<file path="config.mk">
export PLATFORM = sky130hd
export DESIGN_NAME = ptc_top
export DESIGN_NICKNAME = d
export VERILOG_FILES = /design/src/hw/ptc_pkg.sv /design/src/hw/ptc_tick_if.sv /design/src/hw/ptc_prescaler.sv /design/src/hw/ptc_pin_edge.sv /design/src/hw/ptc_top.sv
export VERILOG_INCLUDE_DIRS = /design/src /design/src/hw
export SDC_FILE = /design/constraint.sdc
export NUM_CORES = 1
export LEC_CHECK = 0
export ABC_AREA = 1
export BUFFER_PORTS_ARGS = -buffer_cell sky130_fd_sc_hd__buf_4
export CORE_MARGIN = 1.5
export CORE_UTILIZATION = 45
export CTS_BUF_LIST = sky130_fd_sc_hd__clkbuf_16
export DETAILED_ROUTE_END_ITERATION = 10
export PLACE_DENSITY = 0.7
export SKIP_CTS_REPAIR_TIMING = 1
export SLEW_MARGIN = 20
export SYNTH_ARGS = -nofsm -noshare
export SYNTH_HDL_FRONTEND = slang
export SYNTH_HIERARCHICAL = 1
export SYNTH_SLANG_ARGS = --single-unit
</file>
<file path="constraint.sdc">
create_clock -name clk_in -period 1.7 [get_ports clk_in]
set_clock_uncertainty 0.05 [all_clocks]
set_input_delay 0.085 -clock clk_in [delete_from_list [all_inputs] [get_ports clk_in]]
set_output_delay 0.085 -clock clk_in [all_outputs]
set_load 0.01 [all_outputs]
</file>
<file path="src/hw/ptc_cfg.svh">
/*
 * Offsets, field positions, reset values and prescaler tap masks
 * for the prescaled 8-bit timer/counter.
 * Assumes an 8-bit register address and 8-bit register data.
 */
`ifndef PTC_CFG_SVH
`define PTC_CFG_SVH

`define PTC_ADDR_W          8
`define PTC_DATA_W          8
`define PTC_ADDR_COUNT      8'h32
`define PTC_ADDR_CONTROL    8'h33
`define PTC_ADDR_FLAG       8'h38
`define PTC_ADDR_MASK       8'h39

`define PTC_CS_LSB          0
`define PTC_CS_MSB          2
`define PTC_OVF_BIT         0

`define PTC_CONTROL_RST     3'h0
`define PTC_COUNT_RST       8'h00
`define PTC_FLAG_RST        1'b0
`define PTC_MASK_RST        1'b0
`define PTC_PRESC_RST       10'h000

`define PTC_PRESC_W         10
`define PTC_TAP_DIV8        10'h007
`define PTC_TAP_DIV64       10'h03F
`define PTC_TAP_DIV256      10'h0FF
`define PTC_TAP_DIV1024     10'h3FF
`define PTC_COUNT_MAX       8'hFF
`define PTC_COUNT_STEP      8'h01

`endif

</file>
<file path="src/hw/ptc_pkg.sv">
/*
 * Types of the prescaled 8-bit timer/counter.
 * Assumes ptc_cfg.svh for widths.
 */
`include "ptc_cfg.svh"

package ptc_pkg;

	typedef enum logic [2:0] {
		ptc_cs_stop     = 3'h0,
		ptc_cs_clk      = 3'h1,
		ptc_cs_div8     = 3'h2,
		ptc_cs_div64    = 3'h3,
		ptc_cs_div256   = 3'h4,
		ptc_cs_div1024  = 3'h5,
		ptc_cs_ext_fall = 3'h6,
		ptc_cs_ext_rise = 3'h7
	} ptc_clk_sel_t;

	typedef struct packed {
		logic [`PTC_PRESC_W-1:0] count;
	} ptc_presc_state_t;

	typedef struct packed {
		logic sync_first;
		logic sync_second;
		logic level_prev;
	} ptc_edge_state_t;

	typedef struct packed {
		ptc_clk_sel_t            clk_sel;
		logic [`PTC_DATA_W-1:0]  count;
		logic                    ovf_flag;
		logic                    ovf_mask;
		logic [`PTC_DATA_W-1:0]  rdata;
	} ptc_core_state_t;

endpackage

</file>
<file path="src/hw/ptc_tick_if.sv">
/*
 * Count-tick carrier between prescaler, pin edge detector and core.
 * Assumes all parties run on the one CPU clock.
 */
`timescale 1ns/100ps

interface ptc_tick_if;
	logic [3:0] div_tick;
	logic       ext_rise;
	logic       ext_fall;

	modport prescaler (output div_tick);
	modport edge_src  (output ext_rise, output ext_fall);
	modport core      (input div_tick, input ext_rise, input ext_fall);
endinterface

</file>
<file path="src/hw/ptc_prescaler.sv">
/*
 * Free-running 10-bit prescaler with /8, /64, /256, /1024 taps.
 * Assumes clk_in is the oscillator clock itself.
 */
`timescale 1ns/100ps
`include "ptc_cfg.svh"

module ptc_prescaler (
	input wire logic          clk_in,
	input wire logic          rst_in,
	ptc_tick_if.prescaler     tick
);
	ptc_pkg::ptc_presc_state_t state_reg;
	ptc_pkg::ptc_presc_state_t state_next;

	// Never cleared by software, so taps stay shareable
	always_comb begin
		state_next       = state_reg;
		state_next.count = state_reg.count + `PTC_PRESC_W'(1);
	end

	always_ff @(posedge clk_in or posedge rst_in) begin
		if (rst_in) begin
			state_reg.count <= `PTC_PRESC_RST;
		end else begin
			state_reg <= state_next;
		end
	end

	// One-cycle pulse once per period, taken straight off the oscillator count
	assign tick.div_tick[0] = ((state_reg.count & `PTC_TAP_DIV8) == `PTC_TAP_DIV8);
	assign tick.div_tick[1] = ((state_reg.count & `PTC_TAP_DIV64) == `PTC_TAP_DIV64);
	assign tick.div_tick[2] = ((state_reg.count & `PTC_TAP_DIV256) == `PTC_TAP_DIV256);
	assign tick.div_tick[3] = ((state_reg.count & `PTC_TAP_DIV1024) == `PTC_TAP_DIV1024);
endmodule

</file>
<file path="src/hw/ptc_pin_edge.sv">
/*
 * Synchroniser and edge detector for the external count pin.
 * Assumes pin changes are at least one clock apart.
 */
`timescale 1ns/100ps

module ptc_pin_edge (
	input wire logic          clk_in,
	input wire logic          rst_in,
	input wire logic          external_count_pin_in,
	input wire logic          pin_is_output_in,
	input wire logic          pin_drive_in,
	ptc_tick_if.edge_src      tick
);
	ptc_pkg::ptc_edge_state_t state_reg;
	ptc_pkg::ptc_edge_state_t state_next;
	logic                     level;

	// Driven value is on-chip, so it bypasses the synchroniser
	assign level = pin_is_output_in ? pin_drive_in : state_reg.sync_second;

	always_comb begin
		state_next             = state_reg;
		state_next.sync_first  = external_count_pin_in;
		state_next.sync_second = state_reg.sync_first;
		state_next.level_prev  = level;
	end

	always_ff @(posedge clk_in or posedge rst_in) begin
		if (rst_in) begin
			state_reg <= '0;
		end else begin
			state_reg <= state_next;
		end
	end

	// Faster pin activity than one clock is lost
	assign tick.ext_rise = level & ~state_reg.level_prev;
	assign tick.ext_fall = ~level & state_reg.level_prev;
endmodule

</file>
<file path="src/hw/ptc_top.sv">
/*
 * Prescaled 8-bit up timer/counter with overflow flag, mask and interrupt.
 * Assumes a single-cycle register port, read data one cycle after the strobe.
 */
// Implementation choice: the strobed register port.
// Functional notes
// - 8-bit count clocked by clock, divided clock, pin, or stopped.
// - Divided clocks come from one free-running shared 10-bit prescaler.
// - Select: stop, clk, /8, /64, /256, /1024, pin fall, pin rise.
// - Divided selections are taken directly from the oscillator clock.
// - Stop selection holds the count unchanged.
// - External pin is sampled on rising CPU clock before edge detection.
// - Pin edges count even when the pin is driven as output.
// - Counter counts up only; software reads and writes it.
// - Written count loads, counting resumes from it next cycle.
// - Control bits 7..3 read zero; only select bits writable.
// - Overflow flag sits in the shared timer flag register.
// - Overflow interrupt gated by bit in shared timer mask register.
// - Acts as timer or event counter per clock select.
`timescale 1ns/100ps
`include "ptc_cfg.svh"

module ptc_top (
	input  wire logic                   clk_in,
	input  wire logic                   rst_in,
	input  wire logic [`PTC_ADDR_W-1:0] addr_in,
	input  wire logic [`PTC_DATA_W-1:0] wdata_in,
	input  wire logic                   wr_in,
	input  wire logic                   rd_in,
	output logic      [`PTC_DATA_W-1:0] rdata_out,
	input  wire logic                   external_count_pin_in,
	input  wire logic                   port_b_line_zero_is_output_in,
	input  wire logic                   port_b_line_zero_drive_in,
	output logic                        irq_out,
	output logic      [`PTC_DATA_W-1:0] count_out
);
	ptc_tick_if                 tick ();
	ptc_pkg::ptc_core_state_t   state_reg;
	ptc_pkg::ptc_core_state_t   state_next;
	logic                       count_tick;
	logic                       count_wr;
	logic                       flag_rd;
	logic                       ovf_set;

	ptc_prescaler u_prescaler (
		.clk_in (clk_in),
		.rst_in (rst_in),
		.tick   (tick.prescaler)
	);

	ptc_pin_edge u_pin_edge (
		.clk_in                (clk_in),
		.rst_in                (rst_in),
		.external_count_pin_in (external_count_pin_in),
		.pin_is_output_in      (port_b_line_zero_is_output_in),
		.pin_drive_in          (port_b_line_zero_drive_in),
		.tick                  (tick.edge_src)
	);

	function automatic logic sel_tick(
		input ptc_pkg::ptc_clk_sel_t sel,
		input logic [3:0]            div,
		input logic                  rise,
		input logic                  fall
	);
		logic t;
		t = 1'b0;
		case (sel)
			ptc_pkg::ptc_cs_stop:     t = 1'b0;
			ptc_pkg::ptc_cs_clk:      t = 1'b1;
			ptc_pkg::ptc_cs_div8:     t = div[0];
			ptc_pkg::ptc_cs_div64:    t = div[1];
			ptc_pkg::ptc_cs_div256:   t = div[2];
			ptc_pkg::ptc_cs_div1024:  t = div[3];
			ptc_pkg::ptc_cs_ext_fall: t = fall;
			ptc_pkg::ptc_cs_ext_rise: t = rise;
			default:                  t = 1'b0;
		endcase
		return t;
	endfunction

	assign count_tick = sel_tick(state_reg.clk_sel, tick.div_tick,
		tick.ext_rise, tick.ext_fall);
	assign count_wr   = wr_in && (addr_in == `PTC_ADDR_COUNT);
	assign flag_rd    = rd_in && (addr_in == `PTC_ADDR_FLAG);
	// Write outranks a tick in the same cycle, so no overflow from it
	assign ovf_set    = count_tick && !count_wr && (state_reg.count == `PTC_COUNT_MAX);

	always_comb begin
		state_next       = state_reg;
		state_next.rdata = '0;
		if (rd_in) begin
			if (addr_in == `PTC_ADDR_CONTROL) begin
				state_next.rdata[`PTC_CS_MSB:`PTC_CS_LSB] = state_reg.clk_sel;
			end else if (addr_in == `PTC_ADDR_COUNT) begin
				state_next.rdata = state_reg.count;
			end else if (addr_in == `PTC_ADDR_FLAG) begin
				state_next.rdata[`PTC_OVF_BIT] = state_reg.ovf_flag;
			end else if (addr_in == `PTC_ADDR_MASK) begin
				state_next.rdata[`PTC_OVF_BIT] = state_reg.ovf_mask;
			end else begin
				state_next.rdata = '0;
			end
		end
		if (wr_in) begin
			if (addr_in == `PTC_ADDR_CONTROL) begin
				state_next.clk_sel = ptc_pkg::ptc_clk_sel_t'(
					wdata_in[`PTC_CS_MSB:`PTC_CS_LSB]);
			end else if (addr_in == `PTC_ADDR_MASK) begin
				state_next.ovf_mask = wdata_in[`PTC_OVF_BIT];
			end
		end
		if (count_wr) begin
			state_next.count = wdata_in;
		end else if (count_tick) begin
			state_next.count = state_reg.count + `PTC_COUNT_STEP;
		end
		// Set beats the read clear so no overflow is lost
		if (flag_rd) begin
			state_next.ovf_flag = 1'b0;
		end
		if (ovf_set) begin
			state_next.ovf_flag = 1'b1;
		end
	end

	always_ff @(posedge clk_in or posedge rst_in) begin
		if (rst_in) begin
			state_reg.clk_sel  <= ptc_pkg::ptc_clk_sel_t'(`PTC_CONTROL_RST);
			state_reg.count    <= `PTC_COUNT_RST;
			state_reg.ovf_flag <= `PTC_FLAG_RST;
			state_reg.ovf_mask <= `PTC_MASK_RST;
			state_reg.rdata    <= '0;
		end else begin
			state_reg <= state_next;
		end
	end

	assign rdata_out = state_reg.rdata;
	assign count_out = state_reg.count;
	assign irq_out   = state_reg.ovf_flag & state_reg.ovf_mask;
endmodule

</file>
### Word-level counts from Yosys, hierarchy flattened

Index checks and enable logic that the tools add are counted.

| storage, ports and cells | value |
|---|---|
| input port bits | 23 |
| output and inout bits | 17 |
| word-level logic and storage cells | 55 |
| flip-flop bits (word level) | 34 |

| operators by class | value |
|---|---|
| equality and inequality tests | 16 |
| $add $sub $neg | 2 |
| muxes and demuxes | 12 |
| reduce and logical (&&, ||, !) cells | 10 |
| bitwise logic cells | 6 |

Operators by type and width:

| kind | count |
|---|---|
| $eq A8 B6 Y1 const B | 4 |
| $mux W8 | 4 |
| $eq A8 B8 Y1 const B | 2 |
| $eq A3 B3 Y1 const B | 5 |
| $add A10 B1 Y10 const B | 1 |
| $eq A10 B10 Y1 const B | 1 |
| $add A8 B1 Y8 const B | 1 |
| $pmux W1 S8 | 1 |
| $eq A3 B2 Y1 const B | 2 |
| $eq A6 B6 Y1 const B | 1 |
| $mux W1 | 5 |
| $mux W5 | 1 |
| $logic_and A1 B1 Y1 | 4 |
| $reduce_bool A2 Y1 | 2 |
| $and A1 B1 Y1 | 3 |
| $eq A3 B1 Y1 const B | 1 |
| $logic_not A3 Y1 | 1 |
| $mux W3 | 1 |
| $not A1 Y1 | 3 |
| $reduce_and A3 Y1 | 1 |
| $reduce_and A2 Y1 | 1 |
| $logic_not A1 Y1 | 1 |

### Longest topological paths before layout

Gate-level depths: netlist of the first run.

| logic depth | value |
|---|---|
| depth after elaboration | 7 |
| gate-level depth with buffers | 13 |
| mapped depth without buffers | 13 |

### By module

Netlist of the first run, hierarchy kept.

By module, submodules not included:

| module | area an instance (um2) | cells an instance | instances | sequential area each (um2) |
|---|---|---|---|---|
| ptc_top | 1,467.7 | 208 | 1 | 525.5 |
| ptc_prescaler | 469.2 | 54 | 1 | 250.2 |
| ptc_pin_edge | 133.9 | 16 | 1 | 75.1 |

### Worst setup path after synthesis of the first run

OpenSTA, ideal clock, no wires.

| timing | value |
|---|---|
| kind | register -> register |
| start | register u_prescaler/state_reg[0] (netlist name) |
| end | register state_reg, in the netlist count_out[0] |
| library setup time | 117 ps |
| required time | 1,533 ps |
| stages on the path, launching flop included | 14 |
| path slack | 87 ps |
| arrival | 1,446 ps |
| period minus slack after synthesis | 1,613 ps |
| cell sequence | dfrtp_1 > ha_1 > nand3_2 > nor2_4 > nand2_2 > inv_1 > inv_2 > nand2_1 > nand3_1 > nand2_1 > nand2_2 > nand3_2 > nand2_1 > nand2_1 |

| on the way | value |
|---|---|
| longest elaborated chain between the ends | 3 |

Ends and longest elaborated chain:

| element | RTL line | RTL |
|---|---|---|
| start, declared | ptc_prescaler.sv:13 | `ptc_pkg::ptc_presc_state_t state_reg;` |
| start signal, assigned | ptc_prescaler.sv:26 | `state_reg <= state_next;` |
| $eq A6 B6 Y1 (no source line) | -- |  |
| named net tick.div_tick[1] | ptc_tick_if.sv:8 | `logic [3:0] div_tick;` |
| $pmux W1 S8 | ptc_top.sv:68 | `case (sel)` |
| $reduce_bool A2 Y1 (no source line) | -- |  |
| end signal, assigned | ptc_top.sv:135 | `state_reg <= state_next;` |
| end, declared | ptc_top.sv:38 | `ptc_pkg::ptc_core_state_t state_reg;` |

The timed path passes the listed nets, and every way through them passes these cells.
A chain may end at the register's enable or synchronous reset.

### Worst setup path in the final report of the first run

| timing | value |
|---|---|
| start | register u_prescaler/state_reg[1] (netlist name) |
| end | register state_reg, in the netlist count_out[7] |

The elaborated chain is that of the path after synthesis.

==> impl_metrics.env, run 1 <==
export IMPL_worstMarginPinSlew_ns=0.3918
export IMPL_avgRoutedWirePerCell_um=11.44
export IMPL_grt_overflow=0
export IMPL_synthArstFlopShare=1.000
export IMPL_cts_buffers=5
export IMPL_layout_setup_ws_ns=-0.05838
export IMPL_clock_path_buffers=2
export IMPL_die_w_um=70.84
export IMPL_status="finished with violations"
export IMPL_pin_count=40
export IMPL_antenna_found_initial=0
export IMPL_path_cells="ha_2, nand3_4, nor2_4, nand2_2, inv_2, inv_2, nand2_1, nand3_1, nand2_2, nand2_4, nand3_4, nand2_1, nand2_1"
export IMPL_clockPowerShare=0.401
export IMPL_ys_seq_area_frac=0.4109
export IMPL_switching_power_uw=711.1
export IMPL_core_area_sq_um=4384
export IMPL_final_hold_violation_count=0
export IMPL_ir_drop_mv=0.5977
export IMPL_p_sw_frac=0.2836
export IMPL_hpwl_mm=2.977
export IMPL_synth_nets=304
export IMPL_ys_top_cells_by_count="nand2_1 (103), dfrtp_1 (34), inv_1 (33)"
export IMPL_max_freq_ghz=0.5687
export IMPL_grt_usage=0.1806
export IMPL_synth_edf_count=0
export IMPL_h_tree_depth=2
export IMPL_detailroute_via_count=1808
export IMPL_grt_pass1_wl_mm=7.196
export IMPL_synthTopCellsByArea="dfrtp_1 (41%), nand2_1 (19%), inv_1 (6.0%), buf_4 (5.8%), nand3_1 (3.6%)"
export IMPL_path_max_fanout=8
export IMPL_path_buf_inv=2
export IMPL_grt_pass1_vias=1668
export IMPL_min_period_ns=1.758
export IMPL_start_kind="flop"
export IMPL_vias_per_cell=4.886
export IMPL_ant_nets=0
export IMPL_netlist_area_sq_um=2071
export IMPL_synth_cell_type_count=26
export IMPL_yosysTopAreaCellShare=0.4109
export IMPL_path_delay_family="simple AND/OR/NAND/NOR gates"
export IMPL_p_seq_frac=0.389
export IMPL_relSlewSlack=0.7385
export IMPL_slowest_stage="dfrtp_1"
export IMPL_crit_arrival_ns=1.92
export IMPL_place_gp_congestion=0.8017
export IMPL_cts_root_buf="clkbuf_16"
export IMPL_p_int_mw=1.797
export IMPL_cts_sinks=34
export IMPL_path_clk_slew_ns=0.05
export IMPL_cts_tree="yes"
export IMPL_drt_wl_total_mm=4.233
export IMPL_largest_register_ffs=10
export IMPL_fp_row_count=24
export IMPL_worstHoldPathCells=3
export IMPL_fin_hold_ws_ns=0.008252
export IMPL_antenna_cells=0
export IMPL_p_leak_nw=1.382
export IMPL_total_power_mw=2.508
export IMPL_slowest_delay_ns=0.37
export IMPL_p_comb_frac=0.210
export IMPL_setup_viol=9
export IMPL_power_density_nw_per_um2=968.7
export IMPL_drc=0
export IMPL_max_cap_violations=0
export IMPL_syn2layout_area_growth_pct=25.01
export IMPL_synth_most_common_cell="nand2_1"
export IMPL_period_share=1.034
export IMPL_synth_top_area_cell="dfrtp_1"
export IMPL_violations="negative setup slack"
export IMPL_endpoint_kind="flop"
export IMPL_path_class="reg -> reg"
export IMPL_start_util=0.4723
export IMPL_dieArea_sq_um=5018
export IMPL_dr_pass1_iters=4
export IMPL_drtIter0Drc=109
export IMPL_r2r_cells=13
export IMPL_numPortBuffers=39
export IMPL_slew_violations=0
export IMPL_fillers=398
export IMPL_yosys_warnings=6
export IMPL_synthCells=278
export IMPL_crit_path_frequent_cell="nand2_1"
export IMPL_grt_max_degree=22
export IMPL_synth_ff_type="dfrtp_1"
export IMPL_rsz0062_at_grt="true"
export IMPL_final_nets=343
export IMPL_yosys_register_bits=34
export IMPL_r2r_slack_ns=-0.06
export IMPL_final_layout_size_suffix_gt1_frac=0.2893
export IMPL_synth_avg_cell_area_sq_um=7.449
export IMPL_die_h_um=70.84
export IMPL_hold_class="in -> reg"
export IMPL_crit_cells=13
export IMPL_clk_latency_ns=0.27
export IMPL_cp_required_ns=1.86
[metrics by stage]
step / setup WS (ns) / cells / setup TNS (ns) / utilization / instance area (sq um)
after CTS: -0.05960 / 362 / -0.3936 / 0.5656 / 2480
after detailed placement: -0.04484 / 354 / -0.2745 / 0.5280 / 2315
after global placement: 0.007455 / 354 / 0 / 0.5280 / 2315
after floorplan: 0.08709 / 278 / 0 / - / 2071
final: -0.05838 / 370 / -0.4172 / 0.5905 / 2589
after global routing: -0.1713 / 370 / -1.421 / 0.5905 / 2589
[area by class of cell]
class / instances / area (sq um) / area share
inverter: 39 / 146.4 / 0.05655
multi-input combinational: 189 / 996.0 / 0.3847
clock buffer: 5 / 125.1 / 0.04833
tap: 52 / 65.06 / 0.02513
sequential: 34 / 850.8 / 0.3287
clock inverter: 3 / 40.04 / 0.01547
timing repair buffer: 48 / 365.4 / 0.1411
[worst min-delay path, cell delays in order]
cell,delay (ns)
buf_4,0.09
nand3_1,0.07
nand2_1,0.06
[kinds of logic (layout without fill, tap and decap cells)]
| group | count (synthesis) | count (layout) | synth area share |
|---|---|---|---|
| AO/OA/AOI/OAI | 12 | 13 | 0.03867 |
| XOR/XNOR | 5 | 5 | 0.02115 |
| AND/OR/NAND/NOR | 167 | 168 | 0.3746 |
| buffers and inverters | 57 | 95 | 0.1366 |
| adder cells (fa/ha/maj) | 3 | 3 | 0.01813 |
| flip-flops | 34 | 34 | 0.4109 |
[layout by cell type, fill, tap and decap left out]
cell type / synthesis / routed
dfrtp_1: 34 / 34
inv_2: 6 / 7
xor2_1: 3 / 3
clkinv_2: 0 / 2
a21oi_1: 4 / 4
xnor2_1: 2 / 2
o21ai_2: 1 / 1
o21ai_1: 3 / 3
dlygate4sd3_1: 0 / 2
nand2_2: 6 / 12
nand2_4: 1 / 2
buf_4: 16 / 46
nand2_1: 103 / 97
nand4_2: 1 / 1
nor2_4: 4 / 4
bufinv_16: 0 / 1
nand3_1: 15 / 15
o211ai_4: 1 / 1
ha_2: 0 / 1
inv_1: 33 / 32
nor3_1: 6 / 6
nand3_4: 1 / 3
o21ai_0: 3 / 3
nor2_2: 4 / 5
o211ai_2: 0 / 1
nand4_1: 10 / 10
nor2_1: 14 / 13
ha_1: 3 / 2
clkbuf_16: 0 / 5
[power groups by stage]
| stage | logic, mW | clock network [mW] | registers (mW) |
|---|---|---|---|
| global route | 0.597 | 1.06 | 0.990 |
| finish | 0.527 | 1.00 | 0.976 |
| floorplan | 0.419 | 0 | 0.940 |
| detailed placement | 0.500 | 0 | 0.986 |
| global placement | 0.502 | 0 | 0.987 |
| CTS | 0.506 | 1.02 | 0.973 |
[worst paths after layout]
path / from / end
worst max-delay path: u_prescaler/state_reg[1] / count_out[7]
worst min-delay path: wdata_in[2] / state_reg[20]
worst max register to register: u_prescaler/state_reg[1] / count_out[7]
worst min register to register: u_pin_edge/state_next[1] / u_pin_edge/state_reg[1]
max in group asynchronous: rst_in / u_prescaler/state_reg[8]
min in group asynchronous: rst_in / u_pin_edge/state_next[1]
[layer usage]
layer / wire length (um) / GRT usage / vias up
li1: - / - / 933
met5: 0 / 0 / -
met1: 1793 / 0.2279 / 823
met3: 237 / 0.05698 / 8
met4: 75 / 0.05031 / 0
met2: 2127 / 0.3001 / 44
Note: power is estimated with default switching activity, not from simulation.
==> run 2: changes to the inputs <==
- BUFFER_PORTS_ARGS: -buffer_cell sky130_fd_sc_hd__buf_4 -> not set
- DONT_BUFFER_PORTS: not set -> 1
- PLACE_DENSITY: 0.7 -> not set
==> run 2 against run 1 <==
Net effect: the run ends with negative hold slack left; critical path depth down 5; die area unchanged; combinational power down 26%; register-to-register slack better by 0.07 ns.
==> impl_metrics.env, run 2 (synthesis gave the netlist of run 1 again) <==
export IMPL_place_gp_congestion=0.7615
export IMPL_power_density_nw_per_um2=952.5
export IMPL_slew_violations=0
export IMPL_final_hold_violation_count=5
export IMPL_worstMarginPinSlew_ns=0.3834
export IMPL_core_area_sq_um=4384
export IMPL_cts_sinks=34
export IMPL_antenna_found_initial=0
export IMPL_design_area_sq_um=2315
export IMPL_vias_per_cell=4.857
export IMPL_finish_utilization=0.5280
export IMPL_clk_latency_ns=0.27
export IMPL_avgRoutedWirePerCell_um=12.07
export IMPL_grt_pass1_vias=1588
export IMPL_rsz0062_at_grt="true"
export IMPL_antenna_cells=0
export IMPL_final_nets=311
export IMPL_tns_ns=0
export IMPL_die_h_um=70.84
export IMPL_syn2layout_area_growth_pct=11.78
export IMPL_grt_pass1_wl_mm=7.044
export IMPL_dr_pass1_iters=4
export IMPL_path_clk_slew_ns=0.05
export IMPL_max_freq_ghz=0.5939
export IMPL_max_cap_violations=0
export IMPL_path_max_fanout=10
export IMPL_start_util=0.4723
export IMPL_fin_hold_ws_ns=-0.03396
export IMPL_status="finished with violations"
export IMPL_cp_required_ns=1.82
export IMPL_relSlewSlack=0.7442
export IMPL_drt_wl_total_mm=4.054
export IMPL_hpwl_mm=3.002
export IMPL_detailroute_via_count=1632
export IMPL_p_leak_nw=1.192
export IMPL_endpoint_kind="flop"
export IMPL_postPlaceCellArea_sq_um=2029
export IMPL_grt_usage=0.1762
export IMPL_ir_drop_mv=0.4819
export IMPL_drtIter0Drc=74
export IMPL_path_class="reg -> reg"
export IMPL_dieArea_sq_um=5018
export IMPL_ant_nets=0
export IMPL_period_share=0.9905
export IMPL_grt_overflow=0
export IMPL_die_w_um=70.84
export IMPL_pin_count=40
export IMPL_crit_arrival_ns=1.80
export IMPL_largest_register_ffs=10
export IMPL_cts_buffers=5
export IMPL_fp_row_count=24
export IMPL_final_layout_size_suffix_gt1_frac=0.1514
export IMPL_grt_max_degree=22
export IMPL_h_tree_depth=2
export IMPL_clock_path_buffers=2
export IMPL_setup_viol=0
export IMPL_drc=0
export IMPL_violations="negative hold slack"
export IMPL_hold_class="in -> reg"
export IMPL_numPortBuffers=0
export IMPL_cts_root_buf="clkbuf_16"
export IMPL_min_period_ns=1.684
export IMPL_layout_commonest_cell="nand2_1"
export IMPL_cts_tree="yes"
export IMPL_final_cell_mix="nand2_1 (100), dfrtp_1 (34), inv_1 (32), nand3_1 (15), nor2_1 (14)"
export IMPL_start_kind="flop"
==> run 2: layout make-up <==
| type | count | area [sq um] |
|---|---|---|
| well taps | 52 | 65.06 |
| flip-flops and latches | 34 | 850.8 |
| repair buffers | 17 | 157.7 |
| multi-input cells | 188 | 965.9 |
| clock buffers | 5 | 125.1 |
| fillers | 429 | 2069 |
| inverters | 39 | 146.4 |
| clock inverters | 1 | 3.754 |
==> run 2: per-layer routing <==
metal | vias to the layer above | GRT usage | wire [um] | share of wire
met1 | 737 | 0.2144 | 1858 | 0.46
met2 | 26 | 0.3022 | 1973 | 0.49
met5 | - | 0 | 0 | 0
met4 | 0 | 0.05031 | 42 | 0.010
met3 | 5 | 0.05413 | 180 | 0.044
li1 | 864 | - | - | -
==> run 2: path summary, 6_finish.rpt <==
| path | from | endpoint | slack, ns | cells after the start |
|---|---|---|---|---|
| max | u_prescaler/state_reg[1] | count_out[0] | 0.02 | 8 |
| min | wdata_in[7] | count_out[7] | -0.03 | 4 |
| max reg2reg | u_prescaler/state_reg[1] | count_out[0] | 0.02 | 8 |
| min reg2reg | u_pin_edge/state_next[1] | u_pin_edge/state_reg[1] | 0.30 | 0 |
| max in group asynchronous | rst_in | u_prescaler/state_reg[6] | 1.10 | 2 |
| min in group asynchronous | rst_in | u_pin_edge/state_next[1] | 0.11 | 2 |
==> run 2: report_power, final <==
| group | leakage (nW) | switching [mW] | internal, mW |
|---|---|---|---|
| Sequential | 0.436 | 0.141 | 0.872 |
| Combinational | 0.692 | 0.226 | 0.162 |
| Clock | 0.0632 | 0.286 | 0.518 |
| Total | 1.19 | 0.653 | 1.55 |
==> run 2: metrics by stage <==
| step | total power [mW] | instances | setup WS (ns) |
|---|---|---|---|
| 2_1_floorplan | 1.359 | 278 | 0.08709 |
| 5_1_grt | 2.347 | 336 | -0.1031 |
| 3_5_place_dp | 1.378 | 316 | -0.03911 |
| 3_3_place_gp | 1.376 | 316 | -0.005434 |
| 6_report | 2.205 | 336 | 0.01621 |
| 4_1_cts | 2.195 | 322 | -0.04631 |
==> run 2: worst max-delay path, cell delays in order (launching register included) <==
cell and delay [ns]:
dfrtp_1 0.38, ha_2 0.20, nand3_2 0.10, nor2_4 0.05, buf_4 0.13, o211ai_4 0.32, nand3_4 0.18, nand2_2 0.12
nand2_2 0.04
==> run 3: changes to the inputs <==
- CELL_PAD_IN_SITES_DETAIL_PLACEMENT: not set -> 1
- CELL_PAD_IN_SITES_GLOBAL_PLACEMENT: not set -> 1
- CORE_UTILIZATION: 45 -> 25
- PLACE_DENSITY_LB_ADDON: not set -> 0.1
- clock period: 1.7 -> 1.4 ns (I/O delays scaled with it)
==> run 3 against run 2 <==
Net effect: largest cell class unchanged; the run ends with negative hold slack, negative setup slack left; critical path depth grew 5; register-to-register slack worse by 0.30 ns; combinational power grew 78%.
==> impl_metrics.env, run 3 (synthesis gave the netlist of run 1 again) <==
export IMPL_die_h_um=94.01
export IMPL_slew_violations=0
export IMPL_drc=0
export IMPL_grt_pass1_wl_mm=9.121
export IMPL_dieArea_sq_um=8838
export IMPL_clock_path_buffers=2
export IMPL_grt_pass1_vias=1916
export IMPL_hpwl_mm=4.192
export IMPL_ant_nets=0
export IMPL_grt_max_degree=22
export IMPL_h_tree_depth=2
export IMPL_hold_class="in -> reg"
export IMPL_final_layout_size_suffix_gt1_frac=0.2384
export IMPL_cts_root_buf="clkbuf_16"
export IMPL_rsz0062_at_grt="true"
export IMPL_total_power_mw=3.102
export IMPL_antenna_cells=0
export IMPL_crit_arrival_ns=1.85
export IMPL_dr_pass1_iters=4
export IMPL_largest_register_ffs=10
export IMPL_fillers=982
export IMPL_post_place_ws_ns=-0.3284
export IMPL_worstMarginPinSlew_ns=0.3950
export IMPL_start_util=0.2546
export IMPL_clk_latency_ns=0.28
export IMPL_drtIter0Drc=38
export IMPL_pin_count=40
export IMPL_path_max_fanout=8
export IMPL_cts_sinks=34
export IMPL_final_nets=327
export IMPL_max_freq_ghz=0.5947
export IMPL_min_period_ns=1.682
export IMPL_fp_row_count=33
export IMPL_final_cell_mix="nand2_1 (93), dfrtp_1 (34), inv_1 (32), buf_4 (21), nand2_2 (15)"
export IMPL_endpoint_kind="flop"
export IMPL_numPortBuffers=0
export IMPL_cp_required_ns=1.57
export IMPL_relSlewSlack=0.7364
export IMPL_cts_buffers=5
export IMPL_status="finished with violations"
export IMPL_final_hold_violation_count=8
export IMPL_die_w_um=94.01
export IMPL_p_leak_nw=1.299
export IMPL_drt_wl_total_mm=5.617
export IMPL_period_share=1.201
export IMPL_layout_setup_ws_ns=-0.2817
export IMPL_max_cap_violations=0
export IMPL_path_class="reg -> reg"
export IMPL_finish_utilization=0.3169
export IMPL_layout_commonest_cell="nand2_1"
export IMPL_design_area_sq_um=2577
export IMPL_syn2layout_area_growth_pct=24.47
export IMPL_postPlaceCellArea_sq_um=2241
export IMPL_cts_tree="yes"
export IMPL_avgRoutedWirePerCell_um=13.80
export IMPL_ir_drop_mv=0.4120
export IMPL_detailroute_via_count=1810
export IMPL_antenna_found_initial=0
export IMPL_grt_overflow=0
export IMPL_vias_per_cell=4.447
export IMPL_setup_viol=9
export IMPL_core_area_sq_um=8134
export IMPL_grt_usage=0.1367
export IMPL_r2r_slack_ns=-0.28
export IMPL_violations="negative hold slack, negative setup slack"
export IMPL_path_clk_slew_ns=0.06
export IMPL_place_gp_congestion=0.7046
export IMPL_power_density_nw_per_um2=1204
export IMPL_start_kind="flop"
export IMPL_fin_hold_ws_ns=-0.02344
run 3: changes by cell type in the layout (fill, tap and decap cells not counted), sizes merged:
cell	before	now
bufinv	0	1
buf	5	21
dlygate4sd3	12	11
clkinv	1	2
o211ai	1	2
run 3: path summary, 6_finish.rpt:
kind	depth (start not counted)	startpoint	end
setup / recovery	13	u_prescaler/state_reg[1]	count_out[3]
hold / removal	4	wr_in	state_reg[8]
setup reg to reg	13	u_prescaler/state_reg[1]	count_out[3]
hold reg to reg	0	u_pin_edge/state_next[1]	u_pin_edge/state_reg[1]
max in group asynchronous	3	rst_in	state_reg[20]
min in group asynchronous	2	rst_in	u_pin_edge/state_next[1]
run 3: report_power, final:
part | switching, mW | total [mW] | internal (mW)
sequential | 0.108 | 1.17 | 1.06
combinational | 0.396 | 0.689 | 0.293
clock | 0.415 | 1.25 | 0.833
total | 0.920 | 3.10 | 2.18
run 3: critical path, cell delays in order, from the launching register on:
cell and delay (ns):
dfrtp_1 0.35, ha_2 0.21, nand3_4 0.08, nor2_4 0.15
nand2_2 0.09, inv_2 0.05, inv_2 0.03, nand2_2 0.04
nand3_2 0.08, nand2_4 0.10, nand2_4 0.09, nand3_4 0.17
nand2_1 0.08, nand2_1 0.06
run 3: metal layers:
layer | share of wire | track usage
met5 | 0 | 0
met4 | 0.017 | 0.05721
met3 | 0.024 | 0.03236
met2 | 0.51 | 0.2458
met1 | 0.45 | 0.1535
run 3: per-stage QoR:
step           TNS (ns)  instances
6_report         -2.407        407
3_5_place_dp     -2.818        385
4_1_cts          -3.406        393
2_1_floorplan    -1.218        278
5_1_grt          -3.796        407
3_3_place_gp     -2.541        385
run 3: final cells by class:
cell class | count | area, sq um | area share
multi-input cells | 189 | 1016 | 0.3942
flip-flops and latches | 34 | 850.8 | 0.3301
repair buffers | 32 | 267.8 | 0.1039
inverters | 39 | 146.4 | 0.05680
well taps | 105 | 131.4 | 0.05097
clock buffers | 5 | 125.1 | 0.04854
clock inverters | 3 | 40.04 | 0.01553
